--- src/inc/fdc_pkg.sv ---
// Summary of operation
// - Iso insert mode: device adds headers, packetizes
// - Iso strip: remove header, keep it
// - Iso rx dest 0: micro port reads FIFO
// - Iso rx dest 1: forward to bulky interface
// - Iso tx src 0: micro writes, bulky ignored
// - Iso tx src 1: only bulky writes accepted
// - Iso rx flush empties FIFO, self clears
// - Iso tx flush empties FIFO, self clears
// - Async insert mode: device adds headers, packetizes
// - Async strip: remove header, copy to registers
// - Async rx dest 0: micro port reads FIFO
// - Async rx dest 1: forward to bulky interface
// - Async tx src 0: micro writes, bulky ignored
// - Async tx src 1: bulky writes accepted
// - Async rx flush empties FIFO, self clears
// - Async tx flush empties FIFO, self clears
// - All control bits reset to zero
package fdc_pkg;
    localparam logic [7:0]  FDC_CTRL_OFFSET   = 8'hEC;
    localparam logic [7:0]  FDC_ISO_HDR_OFFSET = 8'hF8;
    localparam logic [7:0]  FDC_ASY_HDR_OFFSET = 8'hFC;
    localparam logic [7:0]  FDC_STATUS_OFFSET = 8'hF4;
    localparam int          FDC_ISO_HIM_BIT   = 16;
    localparam int          FDC_ISO_RHS_BIT   = 19;
    localparam int          FDC_ISO_RXD_BIT   = 20;
    localparam int          FDC_ISO_TXS_BIT   = 21;
    localparam int          FDC_ISO_RFL_BIT   = 22;
    localparam int          FDC_ISO_TFL_BIT   = 23;
    localparam int          FDC_ASY_HIM_BIT   = 24;
    localparam int          FDC_ASY_RHS_BIT   = 27;
    localparam int          FDC_ASY_RXD_BIT   = 28;
    localparam int          FDC_ASY_TXS_BIT   = 29;
    localparam int          FDC_ASY_RFL_BIT   = 30;
    localparam int          FDC_ASY_TFL_BIT   = 31;
    localparam logic [31:0] FDC_CTRL_RESET    = 32'h0000_0000;
    localparam logic [31:0] FDC_CTRL_RW_MASK  = 32'h3939_0000;
    localparam int          FDC_FIFO_DEPTH    = 16;
    localparam int          FDC_HDR_WORDS     = 1;
    typedef enum logic {FDC_ISO = 1'b0, FDC_ASY = 1'b1} fdc_class_t;
endpackage

--- src/inc/fdc_ctrl_if.sv ---
`timescale 1ns/10ps
interface fdc_ctrl_if;
    logic insert_mode;
    logic strip_mode;
    logic rx_to_bulky;
    logic tx_from_bulky;
    logic rx_flush;
    logic tx_flush;
    modport ctrl (output insert_mode, strip_mode, rx_to_bulky, tx_from_bulky, rx_flush, tx_flush);
    modport path (input insert_mode, strip_mode, rx_to_bulky, tx_from_bulky, rx_flush, tx_flush);
endinterface

--- src/rtl/fdc_top.sv ---
// Implementation choices: the register offsets and the address-and-strobe port.
`timescale 1ns/10ps
module fdc_top
    import fdc_pkg::*;
#(
    parameter int W = 32,
    parameter int D = FDC_FIFO_DEPTH
) (
    input  wire logic         clk_sys_in,
    input  wire logic         rstn_in,
    input  wire logic         soft_reset_in,
    input  wire logic [7:0]   reg_addr_in,
    input  wire logic [31:0]  reg_wdata_in,
    input  wire logic         reg_wr_in,
    input  wire logic         reg_rd_in,
    output logic [31:0]       reg_rdata_out,
    input  wire logic [1:0]   mp_tx_wr_in,
    input  wire logic [1:0]   bd_tx_wr_in,
    input  wire logic [W-1:0] mp_tx_data_in,
    input  wire logic [W-1:0] bd_tx_data_in,
    input  wire logic [1:0]   tx_pop_in,
    input  wire logic [W-1:0] iso_tx_hdr_in,
    input  wire logic [W-1:0] async_tx_hdr_in,
    output logic [1:0]        tx_valid_out,
    output logic [W-1:0]      iso_tx_word_out,
    output logic [W-1:0]      async_tx_word_out,
    input  wire logic [1:0]   rx_push_in,
    input  wire logic [1:0]   rx_sop_in,
    input  wire logic [W-1:0] rx_data_in,
    input  wire logic [1:0]   mp_rx_rd_in,
    input  wire logic [1:0]   bd_rx_rd_in,
    output logic [W-1:0]      mp_rx_word_out,
    output logic [W-1:0]      bd_rx_word_out,
    output logic [1:0]        bd_rx_valid_out,
    output logic [1:0]        mp_rx_valid_out
);
    logic [31:0]  ctrl;
    logic [3:0]   flush_q;
    logic [W-1:0] tx_word   [2];
    logic [W-1:0] rx_word   [2];
    logic [W-1:0] rx_hdr    [2];
    logic [1:0]   tx_valid;
    logic [1:0]   tx_empty;
    logic [1:0]   rx_empty;
    logic [1:0]   hdr_seen;
    logic [W-1:0] hdr_reg   [2];
    logic [1:0]   ch_to_bulky;
    fdc_ctrl_if ci [2] ();
    wire wr_ctrl = reg_wr_in && (reg_addr_in == FDC_CTRL_OFFSET);
    // Flush bits only strobe; they are never stored, so they read back as zero.
    wire [3:0] next_flush = wr_ctrl ? {reg_wdata_in[FDC_ASY_TFL_BIT], reg_wdata_in[FDC_ASY_RFL_BIT],
                                      reg_wdata_in[FDC_ISO_TFL_BIT], reg_wdata_in[FDC_ISO_RFL_BIT]}
                                    : 4'h0;
    wire [31:0] next_ctrl = wr_ctrl ? (reg_wdata_in & FDC_CTRL_RW_MASK) : ctrl;
    wire [31:0] status = {28'h0000000, rx_empty, tx_empty};
    wire [31:0] rd_mux = (reg_addr_in == FDC_CTRL_OFFSET)    ? ctrl :
                         (reg_addr_in == FDC_STATUS_OFFSET)  ? status :
                         (reg_addr_in == FDC_ISO_HDR_OFFSET) ? 32'(hdr_reg[FDC_ISO]) :
                         (reg_addr_in == FDC_ASY_HDR_OFFSET) ? 32'(hdr_reg[FDC_ASY]) : 32'h0000_0000;
    always_ff @(posedge clk_sys_in or negedge rstn_in) begin
        if (!rstn_in) begin
            ctrl          <= FDC_CTRL_RESET;
            flush_q       <= 4'h0;
            reg_rdata_out <= 32'h0000_0000;
        end else if (soft_reset_in) begin
            ctrl          <= FDC_CTRL_RESET;
            flush_q       <= 4'hF;
            reg_rdata_out <= 32'h0000_0000;
        end else begin
            ctrl          <= next_ctrl;
            flush_q       <= next_flush;
            reg_rdata_out <= reg_rd_in ? rd_mux : 32'h0000_0000;
        end
    end
    assign ci[0].insert_mode   = ctrl[FDC_ISO_HIM_BIT];
    assign ci[0].strip_mode    = ctrl[FDC_ISO_RHS_BIT];
    assign ci[0].rx_to_bulky   = ctrl[FDC_ISO_RXD_BIT];
    assign ci[0].tx_from_bulky = ctrl[FDC_ISO_TXS_BIT];
    assign ci[0].rx_flush      = flush_q[0];
    assign ci[0].tx_flush      = flush_q[1];
    assign ci[1].insert_mode   = ctrl[FDC_ASY_HIM_BIT];
    assign ci[1].strip_mode    = ctrl[FDC_ASY_RHS_BIT];
    assign ci[1].rx_to_bulky   = ctrl[FDC_ASY_RXD_BIT];
    assign ci[1].tx_from_bulky = ctrl[FDC_ASY_TXS_BIT];
    assign ci[1].rx_flush      = flush_q[2];
    assign ci[1].tx_flush      = flush_q[3];
    assign ch_to_bulky = {ctrl[FDC_ASY_RXD_BIT], ctrl[FDC_ISO_RXD_BIT]};
    wire [W-1:0] hdr_in [2];
    assign hdr_in[0] = iso_tx_hdr_in;
    assign hdr_in[1] = async_tx_hdr_in;
    genvar g;
    generate
        for (g = 0; g < 2; g++) begin : g_ch
            fdc_channel #(.W(W), .D(D)) u_ch (
                .clk_sys_in    (clk_sys_in),
                .rstn_in       (rstn_in),
                .ctl           (ci[g]),
                .mp_tx_wr_in   (mp_tx_wr_in[g]),
                .bd_tx_wr_in   (bd_tx_wr_in[g]),
                .mp_tx_data_in (mp_tx_data_in),
                .bd_tx_data_in (bd_tx_data_in),
                .tx_pop_in     (tx_pop_in[g]),
                .tx_hdr_in     (hdr_in[g]),
                .tx_valid      (tx_valid[g]),
                .tx_word       (tx_word[g]),
                .tx_empty      (tx_empty[g]),
                .rx_push_in    (rx_push_in[g]),
                .rx_sop_in     (rx_sop_in[g]),
                .rx_data_in    (rx_data_in),
                .mp_rx_rd_in   (mp_rx_rd_in[g]),
                .bd_rx_rd_in   (bd_rx_rd_in[g]),
                .rx_word       (rx_word[g]),
                .rx_empty      (rx_empty[g]),
                .rx_hdr        (rx_hdr[g]),
                .hdr_seen      (hdr_seen[g])
            );
            always_ff @(posedge clk_sys_in or negedge rstn_in) begin
                if (!rstn_in) begin
                    hdr_reg[g] <= '0;
                end else if (hdr_seen[g]) begin
                    hdr_reg[g] <= rx_hdr[g];
                end
            end
        end
    endgenerate
    // Each receive path is visible on exactly one side; the other side sees no data.
    wire [1:0]   next_bd_valid = ~rx_empty & ch_to_bulky;
    wire [1:0]   next_mp_valid = ~rx_empty & ~ch_to_bulky;
    // The shared word follows a channel that holds data, so an empty iso queue never hides async data.
    wire [W-1:0] next_bd_word  = next_bd_valid[0] ? rx_word[0] : (next_bd_valid[1] ? rx_word[1] : '0);
    wire [W-1:0] next_mp_word  = next_mp_valid[0] ? rx_word[0] : (next_mp_valid[1] ? rx_word[1] : '0);
    always_ff @(posedge clk_sys_in or negedge rstn_in) begin
        if (!rstn_in) begin
            tx_valid_out      <= 2'h0;
            iso_tx_word_out   <= '0;
            async_tx_word_out <= '0;
            bd_rx_valid_out   <= 2'h0;
            mp_rx_valid_out   <= 2'h0;
            bd_rx_word_out    <= '0;
            mp_rx_word_out    <= '0;
        end else begin
            tx_valid_out      <= tx_valid;
            iso_tx_word_out   <= tx_word[0];
            async_tx_word_out <= tx_word[1];
            bd_rx_valid_out   <= next_bd_valid;
            mp_rx_valid_out   <= next_mp_valid;
            bd_rx_word_out    <= next_bd_word;
            mp_rx_word_out    <= next_mp_word;
        end
    end
endmodule // fdc_top

--- src/rtl/fdc_fifo.sv ---
`timescale 1ns/10ps
module fdc_fifo
    import fdc_pkg::*;
#(
    parameter int W = 32,
    parameter int D = FDC_FIFO_DEPTH
) (
    input  wire logic         clk_sys_in,
    input  wire logic         rstn_in,
    input  wire logic         flush_in,
    input  wire logic         wr_in,
    input  wire logic [W-1:0] wdata_in,
    input  wire logic         rd_in,
    output logic [W-1:0]      rdata_out,
    output logic              empty_out,
    output logic              full_out,
    output logic [$clog2(D):0] count_out
);
    localparam int AW = $clog2(D);
    logic [W-1:0]  mem [D];
    logic [AW-1:0] wp;
    logic [AW-1:0] rp;
    logic [AW:0]   cnt;
    wire do_wr = wr_in && !full_out && !flush_in;
    wire do_rd = rd_in && !empty_out && !flush_in;
    assign empty_out = (cnt == '0);
    assign full_out  = (cnt == (AW+1)'(D));
    assign rdata_out = mem[rp];
    assign count_out = cnt;
    always_ff @(posedge clk_sys_in) begin
        if (do_wr) begin
            mem[wp] <= wdata_in;
        end
    end
    // A flush drops everything queued and any access in the same cycle.
    always_ff @(posedge clk_sys_in or negedge rstn_in) begin
        if (!rstn_in) begin
            wp  <= '0;
            rp  <= '0;
            cnt <= '0;
        end else if (flush_in) begin
            wp  <= '0;
            rp  <= '0;
            cnt <= '0;
        end else begin
            wp  <= do_wr ? wp + 1'b1 : wp;
            rp  <= do_rd ? rp + 1'b1 : rp;
            cnt <= cnt + (AW+1)'(do_wr) - (AW+1)'(do_rd);
        end
    end
endmodule // fdc_fifo

--- src/rtl/fdc_channel.sv ---
`timescale 1ns/10ps
module fdc_channel
    import fdc_pkg::*;
#(
    parameter int W = 32,
    parameter int D = FDC_FIFO_DEPTH
) (
    input  wire logic         clk_sys_in,
    input  wire logic         rstn_in,
    fdc_ctrl_if.path          ctl,
    input  wire logic         mp_tx_wr_in,
    input  wire logic         bd_tx_wr_in,
    input  wire logic [W-1:0] mp_tx_data_in,
    input  wire logic [W-1:0] bd_tx_data_in,
    input  wire logic         tx_pop_in,
    input  wire logic [W-1:0] tx_hdr_in,
    output logic              tx_valid,
    output logic [W-1:0]      tx_word,
    output logic              tx_empty,
    input  wire logic         rx_push_in,
    input  wire logic         rx_sop_in,
    input  wire logic [W-1:0] rx_data_in,
    input  wire logic         mp_rx_rd_in,
    input  wire logic         bd_rx_rd_in,
    output logic [W-1:0]      rx_word,
    output logic              rx_empty,
    output logic [W-1:0]      rx_hdr,
    output logic              hdr_seen
);
    logic          tx_full;
    logic          rx_full;
    logic [W-1:0]  tx_fifo_q;
    logic          hdr_sent;
    logic [$clog2(D):0] unused_tc;
    logic [$clog2(D):0] unused_rc;
    wire tx_wr   = ctl.tx_from_bulky ? bd_tx_wr_in : mp_tx_wr_in;
    wire [W-1:0] tx_wd = ctl.tx_from_bulky ? bd_tx_data_in : mp_tx_data_in;
    // Insert mode emits the generated header word before the payload taken from the FIFO.
    wire send_hdr = ctl.insert_mode && !hdr_sent && !tx_empty;
    wire tx_rd    = tx_pop_in && !send_hdr;
    assign tx_valid = !tx_empty;
    assign tx_word  = send_hdr ? tx_hdr_in : tx_fifo_q;
    wire strip_now  = ctl.strip_mode && rx_sop_in && rx_push_in;
    wire rx_wr      = rx_push_in && !strip_now;
    wire rx_rd      = ctl.rx_to_bulky ? bd_rx_rd_in : mp_rx_rd_in;
    always_ff @(posedge clk_sys_in or negedge rstn_in) begin
        if (!rstn_in) begin
            hdr_sent <= 1'b0;
            rx_hdr   <= '0;
            hdr_seen <= 1'b0;
        end else begin
            hdr_sent <= ctl.tx_flush ? 1'b0 : (tx_pop_in && send_hdr) ? 1'b1 : (tx_empty ? 1'b0 : hdr_sent);
            rx_hdr   <= strip_now ? rx_data_in : rx_hdr;
            hdr_seen <= strip_now;
        end
    end
    fdc_fifo #(.W(W), .D(D)) u_tx (
        .clk_sys_in (clk_sys_in), .rstn_in (rstn_in), .flush_in (ctl.tx_flush),
        .wr_in (tx_wr), .wdata_in (tx_wd), .rd_in (tx_rd), .rdata_out (tx_fifo_q),
        .empty_out (tx_empty), .full_out (tx_full), .count_out (unused_tc)
    );
    fdc_fifo #(.W(W), .D(D)) u_rx (
        .clk_sys_in (clk_sys_in), .rstn_in (rstn_in), .flush_in (ctl.rx_flush),
        .wr_in (rx_wr), .wdata_in (rx_data_in), .rd_in (rx_rd), .rdata_out (rx_word),
        .empty_out (rx_empty), .full_out (rx_full), .count_out (unused_rc)
    );
endmodule // fdc_channel

--- config.mk ---
export PLATFORM = sky130hd
export DESIGN_NAME = fdc_top
export DESIGN_NICKNAME = d
export VERILOG_FILES = /design/src/inc/fdc_pkg.sv /design/src/inc/fdc_ctrl_if.sv /design/src/rtl/fdc_top.sv /design/src/rtl/fdc_fifo.sv /design/src/rtl/fdc_channel.sv
export SDC_FILE = /design/constraint.sdc
export NUM_CORES = 2
export LEC_CHECK = 0
export BUFFER_PORTS_ARGS = -buffer_cell sky130_fd_sc_hd__buf_4
export CAP_MARGIN = 20
export CELL_PAD_IN_SITES_DETAIL_PLACEMENT = 0
export CELL_PAD_IN_SITES_GLOBAL_PLACEMENT = 1
export CORE_MARGIN = 5
export CORE_UTILIZATION = 58
export DETAILED_ROUTE_END_ITERATION = 16
export PLACE_DENSITY_LB_ADDON = 0.1
export SLEW_MARGIN = 20
export SYNTH_ARGS = -nofsm -noshare
export SYNTH_HDL_FRONTEND = slang
export SYNTH_HIERARCHICAL = 1
export SYNTH_SLANG_ARGS = --single-unit
--- constraint.sdc ---
create_clock -name clk_sys_in -period 10.75 [get_ports clk_sys_in]
set_input_delay 2.15 -clock clk_sys_in [delete_from_list [all_inputs] [get_ports clk_sys_in]]
set_output_delay 2.15 -clock clk_sys_in [all_outputs]
set_load 0.03 [all_outputs]
### Word level (Yosys, flattened, before mapping)

Memory sizes are Yosys's and may differ from the RTL's.
Index checks and enable logic that the tools add are counted.

| storage, ports and cells | value |
|---|---|
| bits in writable memories | 2048 |
| logic and storage cells | 182 |
| bits in latches | 0 |
| ROM bits | 0 |
| bits of input ports | 219 |
| output and inout bits | 166 |
| memories kept | 4 |
| register bits | 386 |

| operators by class | value |
|---|---|
| multipliers | 0 |
| div/mod/pow operators | 0 |
| bitwise logic cells | 4 |
| $add $sub $neg | 16 |
| $lt $le $gt $ge | 0 |
| equality and inequality tests | 8 |
| reduce and logical (&&, ||, !) cells | 64 |
| multiplexer cells | 56 |
| shift-type cells | 0 |

Memories:

| name | words | bits a word | read ports | clocked after memory_dff | wr ports | RTL line | source |
|---|---|---|---|---|---|---|---|
| g_ch[0].u_ch.u_rx.mem | 16 | 32 | 1 | 0 | 1 | fdc_fifo.sv:20 | `logic [W-1:0] mem [D];` |
| g_ch[0].u_ch.u_tx.mem | 16 | 32 | 1 | 0 | 1 | fdc_fifo.sv:20 |  |
| g_ch[1].u_ch.u_rx.mem | 16 | 32 | 1 | 0 | 1 | fdc_fifo.sv:20 |  |
| g_ch[1].u_ch.u_tx.mem | 16 | 32 | 1 | 0 | 1 | fdc_fifo.sv:20 |  |

Operators with widths:

| cell | count |
|---|---|
| two-way mux 32 bit | 16 |
| two-way mux 4 bit | 18 |
| adder 4 x 1 -> 4 bit, second input constant | 8 |
| equality test 8 bit, second input constant | 4 |
| logical AND 1 bit | 31 |
| adder 5 x 1 -> 5 bit | 4 |
| equality test 5 bit, second input constant | 4 |
| logical NOT 5 bit | 4 |
| two-way mux 5 bit | 4 |
| subtractor 5 x 1 -> 5 bit | 4 |
| logical NOT 1 bit | 18 |
| two-way mux 1 bit | 18 |
| nonzero test 2 bit | 9 |
| nonzero test 3 bit | 2 |
| bitwise AND 2 bit | 2 |
| inverter 2 bit | 2 |

### Depth between registers and ports, before layout

| logic depth | value |
|---|---|
| depth after elaboration | 9 |
| depth in mapped cells | 18 |
| depth with buffers taken out | 17 |

### Cells and area by module

The synthesis kept the hierarchy.

By module, submodules not included:

| module | area an instance (um^2) | sequential area each (um^2) | cells each | times used |
|---|---|---|---|---|
| fdc_fifo | 20040.5 | 15700.1 | 892 | 4 |
| fdc_top | 8413.1 | 6055.8 | 524 | 1 |
| fdc_channel | 2077.0 | 850.8 | 150 | 2 |

### Worst setup path after synthesis

Ideal clock, no wire load.

| timing | value |
|---|---|
| path type | input-to-reg |
| start point | in rx_push_in[0] |
| end point | mem g_ch[0].u_ch.u_rx.mem[2][0], enable pin |
| slack | 4.320 ns |
| cell stages on the path | 4 |
| path buffers | 0 |
| library setup time | 0.502 ns |
| arrival | 5.929 ns |
| data required time | 10.248 ns |
| path through | a21boi_0 -> nor2b_1 -> nand2_1 -> nor4_1 |

| between the ends | value |
|---|---|
| word-level cells in the longest chain between the ends | 7 |

RTL lines:

| item | RTL line | source |
|---|---|---|
| from (decl) | fdc_top.sv:27 | `input wire logic [1:0] rx_push_in,` |
| logical AND 1 bit | fdc_channel.sv:43 | `wire strip_now = ctl.strip_mode && rx_sop_in && rx_push_in;` |
| logical NOT 1 bit | fdc_channel.sv:44 | `wire rx_wr = rx_push_in && !strip_now;` |
| logical AND 1 bit * | fdc_channel.sv:44 |  |
| logical AND 1 bit * (2 in series) | fdc_fifo.sv:24 | `wire do_wr = wr_in && !full_out && !flush_in;` |
| two-way mux 1 bit * | fdc_fifo.sv:31 | `if (do_wr) begin` |
| two-way mux 1 bit (implied by the code) * | fdc_fifo.sv:32 | `mem[wp] <= wdata_in;` |
| to (decl) | fdc_fifo.sv:20 |  |

Mark *: on every way between the ends. The rest lies on a longest branch, timed or not.

### Worst setup path after layout

| timing | value |
|---|---|
| start point | in rx_push_in[1] |
| end point | mem g_ch[1].u_ch.u_rx.mem[11][6], enable pin |

| between the ends | value |
|---|---|
| word-level cells in the longest chain between the ends | 7 |

RTL lines:

| item | RTL line |
|---|---|
| logical AND 1 bit | fdc_channel.sv:43 |
| logical NOT 1 bit | fdc_channel.sv:44 |
| logical AND 1 bit * | fdc_channel.sv:44 |
| named net g_ch[1].u_ch.rx_wr | fdc_channel.sv:44 |
| logical AND 1 bit * (2 in series) | fdc_fifo.sv:24 |
| two-way mux 1 bit * | fdc_fifo.sv:31 |
| two-way mux 1 bit (implied by the code) * | fdc_fifo.sv:32 |
| to (decl) | fdc_fifo.sv:20 |

The timed path passes the listed nets; every way through them passes the cells marked *.

==> impl_results.md <==
- Outcome: completed
- GR Overflow Total: 0
- Root Buffer Master: clkbuf_16
- Worst Hold Class: register to register
- Pleak: 35.8 nW
- Cts hold-fix bufs: 0
- Min-delay src: hdr_reg[9]
- DIE HEIGHT: 410 µm
- Antenna violations before repair: 17
- VDD IR max: about 0.19 mV
- Reg2reg end: g_ch[1].u_ch/u_tx/count_out[4]
- Detailed Route WL: 211,000 µm
- RSZ-0062 raised after global routing: no
- Hold Fails Final Rpt: 0
- Switching Share: 0.261
- H-tree depth: 4
- Die X-Extent: 410 µm
- Placeable Area: 0.159 mm²
- Final Skew: 0.0355 ns
- # DRC: 0
- Area occupied by multi-input gates: between 0.02 and 0.025 mm²
- Total CTS buffers: 231
- WHS Endpoint: hdr_reg[9]
- Layout Cell Area excl Fill: 0.106 mm²
- P_int: 0.0172 W
- First-pass GRT wire length: about 310,000 µm
- Worst Path Arrival: 4.94 ns
- Initial DRC count: 4,179
- Storage cell area: between 0.07 and 0.08 mm²
- Row cnt: 146
- CTS tree: built
- P_sw: 0.00606 W
- Logic gate share of total power: 0.190
- Pre-CTS setup slack: 5.28 ns
- Pwr/cell area: 220 mW/mm²
- Min cycle time layout: 4.49 ns
- Cts repair resizes: 0
- Port Buf Inserts: 364
- Syn_nets: roughly 4,700
- Post-DRT Antenna Nets: 0
- Clock-pin slew on the worst setup and hold paths: 0.06 ns
- CP Data Required Time: 11.20 ns
- DR vias/cell: roughly 6.2
- Final Wtd Congestion: 0.806
- Final nets: 5,100
- Synthesized area per cell: between 20 and 25 µm²
- Startpoint Class: input port
- Hold path depth: 1
- Vias: roughly 44,000
- Worst-path fanout max: 32
- Slew HR: 0.237
- Setup tns final: 0 ns
- Clock Latency Late Sink: between 0.8 and 0.9 ns
- Worst Tran Pin Value: ~1.1 ns
- Clock Power Share: 0.343
- R2R depth: 18
- Crit end category: register
- Clock Tree Buf Depth: 3
- Synth Warn #: 6
- Final HPWL DP: 121,000 µm
- Slew Limit Fails: 0
- Vias in the first global route: 45,900
- Area grow syn2layout: 13.9%
- Post-CTS setup buffer count: 0
- Final Cycle Share: 0.418
- Largest net degree at the start of global routing: roughly 110
- MaxCap Viol Count: 0
- Power share of the sequential group: 0.467
- Starting density of the core: 0.584
- Die ar.: approximately 0.17 mm²
- Largest regs: g_ch.u_ch/u_rx/mem: 1024 flops, g_ch.u_ch/u_tx/mem: 1024 flops
- Drt wl/cell: 29.7 µm
- Fillers: around 10,000
- Mapped Cells: around 4,400
- Drt pass-1 iters: 7
- Reg-to-reg critical path startpoint: g_ch[1].u_ch/u_tx/count_out[2]
- Total clock sinks: 2,410
- Setup violators final: 0
- Global-route usage over all layers: 0.254
- Netlist Area Pre-Place: 0.0927 mm²
- Boundary Pins: a little under 400
- Fraction of layout cells with a size suffix above 1: 0.331
- Setup WS post-layout: 6.26 ns
- Crit Path Class: input port to register
- Placed inst area: 0.0979 mm²
- Fmax: roughly 0.22 GHz
- R2R setup slack: 6.51 ns
## critical path: stages
cell      delay (ns)
buf_4           0.09
a21boi_1        0.76
nor2b_1         0.26
nand2_1         0.24
nor3b_1         0.43
and2_2          0.95
## cells in the final DEF (no fill, tap or decap), types with 9 or more instances in the layout
cell type and n:
nor2_4 21, clkbuf_8 26, edfxtp_1 2048, nand3_1 28, mux2_2 264, nor2_1 69
nor2b_4 10, nand2b_1 16, nor4_2 16, xor2_1 24, nand2_1 148, inv_1 60
clkbuf_16 236, mux2i_1 28, mux4_2 512, nor3b_1 12, and2_2 25, clkbuf_1 71
a22oi_1 268, clkinv_2 40, dfrtp_1 352, a21oi_1 18, bufinv_16 15, clkinv_1 36
buf_4 450, a22o_1 64, and2_4 9, ha_1 44, nor2b_1 22
## stage by stage
step                hold slack, ns   util  cells  total power, W
floorplan                    0.457      -   4388          0.0142
global placement             0.467  0.616   6667          0.0155
detailed placement           0.477  0.616   6667          0.0155
CTS                          0.492  0.664   7109          0.0235
global route                 0.512  0.665   7114          0.0242
finish                       0.491  0.665   7122          0.0232
## area by class of cell
type	count	area share
Clock buffer	333	0.0619
Sequential cell	2410	0.669
Tap cell	2072	0.0246
Inverter	60	0.00213
Antenna cell	8	0.000190
Multi-Input combinational cell	1672	0.199
Timing Repair Buffer	458	0.0337
Clock inverter	109	0.00981
## power groups by stage
stage          clock [W]  combinational, W  sequential [W]
5_1_grt          0.00854           0.00474          0.0109
2_1_floorplan          0           0.00298          0.0112
3_5_place_dp           0           0.00448          0.0111
4_1_cts          0.00812           0.00449          0.0109
3_3_place_gp           0           0.00444          0.0110
6_report         0.00797           0.00441          0.0108
## layer usage
metal  global-route usage  vias to the layer above  routed length [µm]
li1                     -                    18900                   -
met2                0.429                     1549              108000
met3               0.0514                      290               15300
met4               0.0680                       20                5320
met5                    0                        -                 132
met1                0.346                    23700               82200
## worst max-delay path by stage
| stage | from | slack (ns) | end |
|---|---|---|---|
| final | rx_push_in[1] | 6.26 | g_ch[1].u_ch/u_rx/mem[11][6] |
| after CTS | rx_push_in[1] | 6.17 | g_ch[1].u_ch/u_rx/mem[7][5] |
| after global routing | rx_sop_in[0] | 6.07 | g_ch[0].u_ch/u_rx/mem[8][1] |
| after floorplan | rx_push_in[0] | 4.32 | g_ch[0].u_ch/u_rx/mem[2][0] |
| after global placement | rx_push_in[1] | 5.42 | g_ch[1].u_ch/u_rx/mem[7][15] |
| after detailed placement | rx_push_in[1] | 5.28 | g_ch[1].u_ch/u_rx/mem[7][6] |
Note: power is estimated with default switching activity, not from simulation.
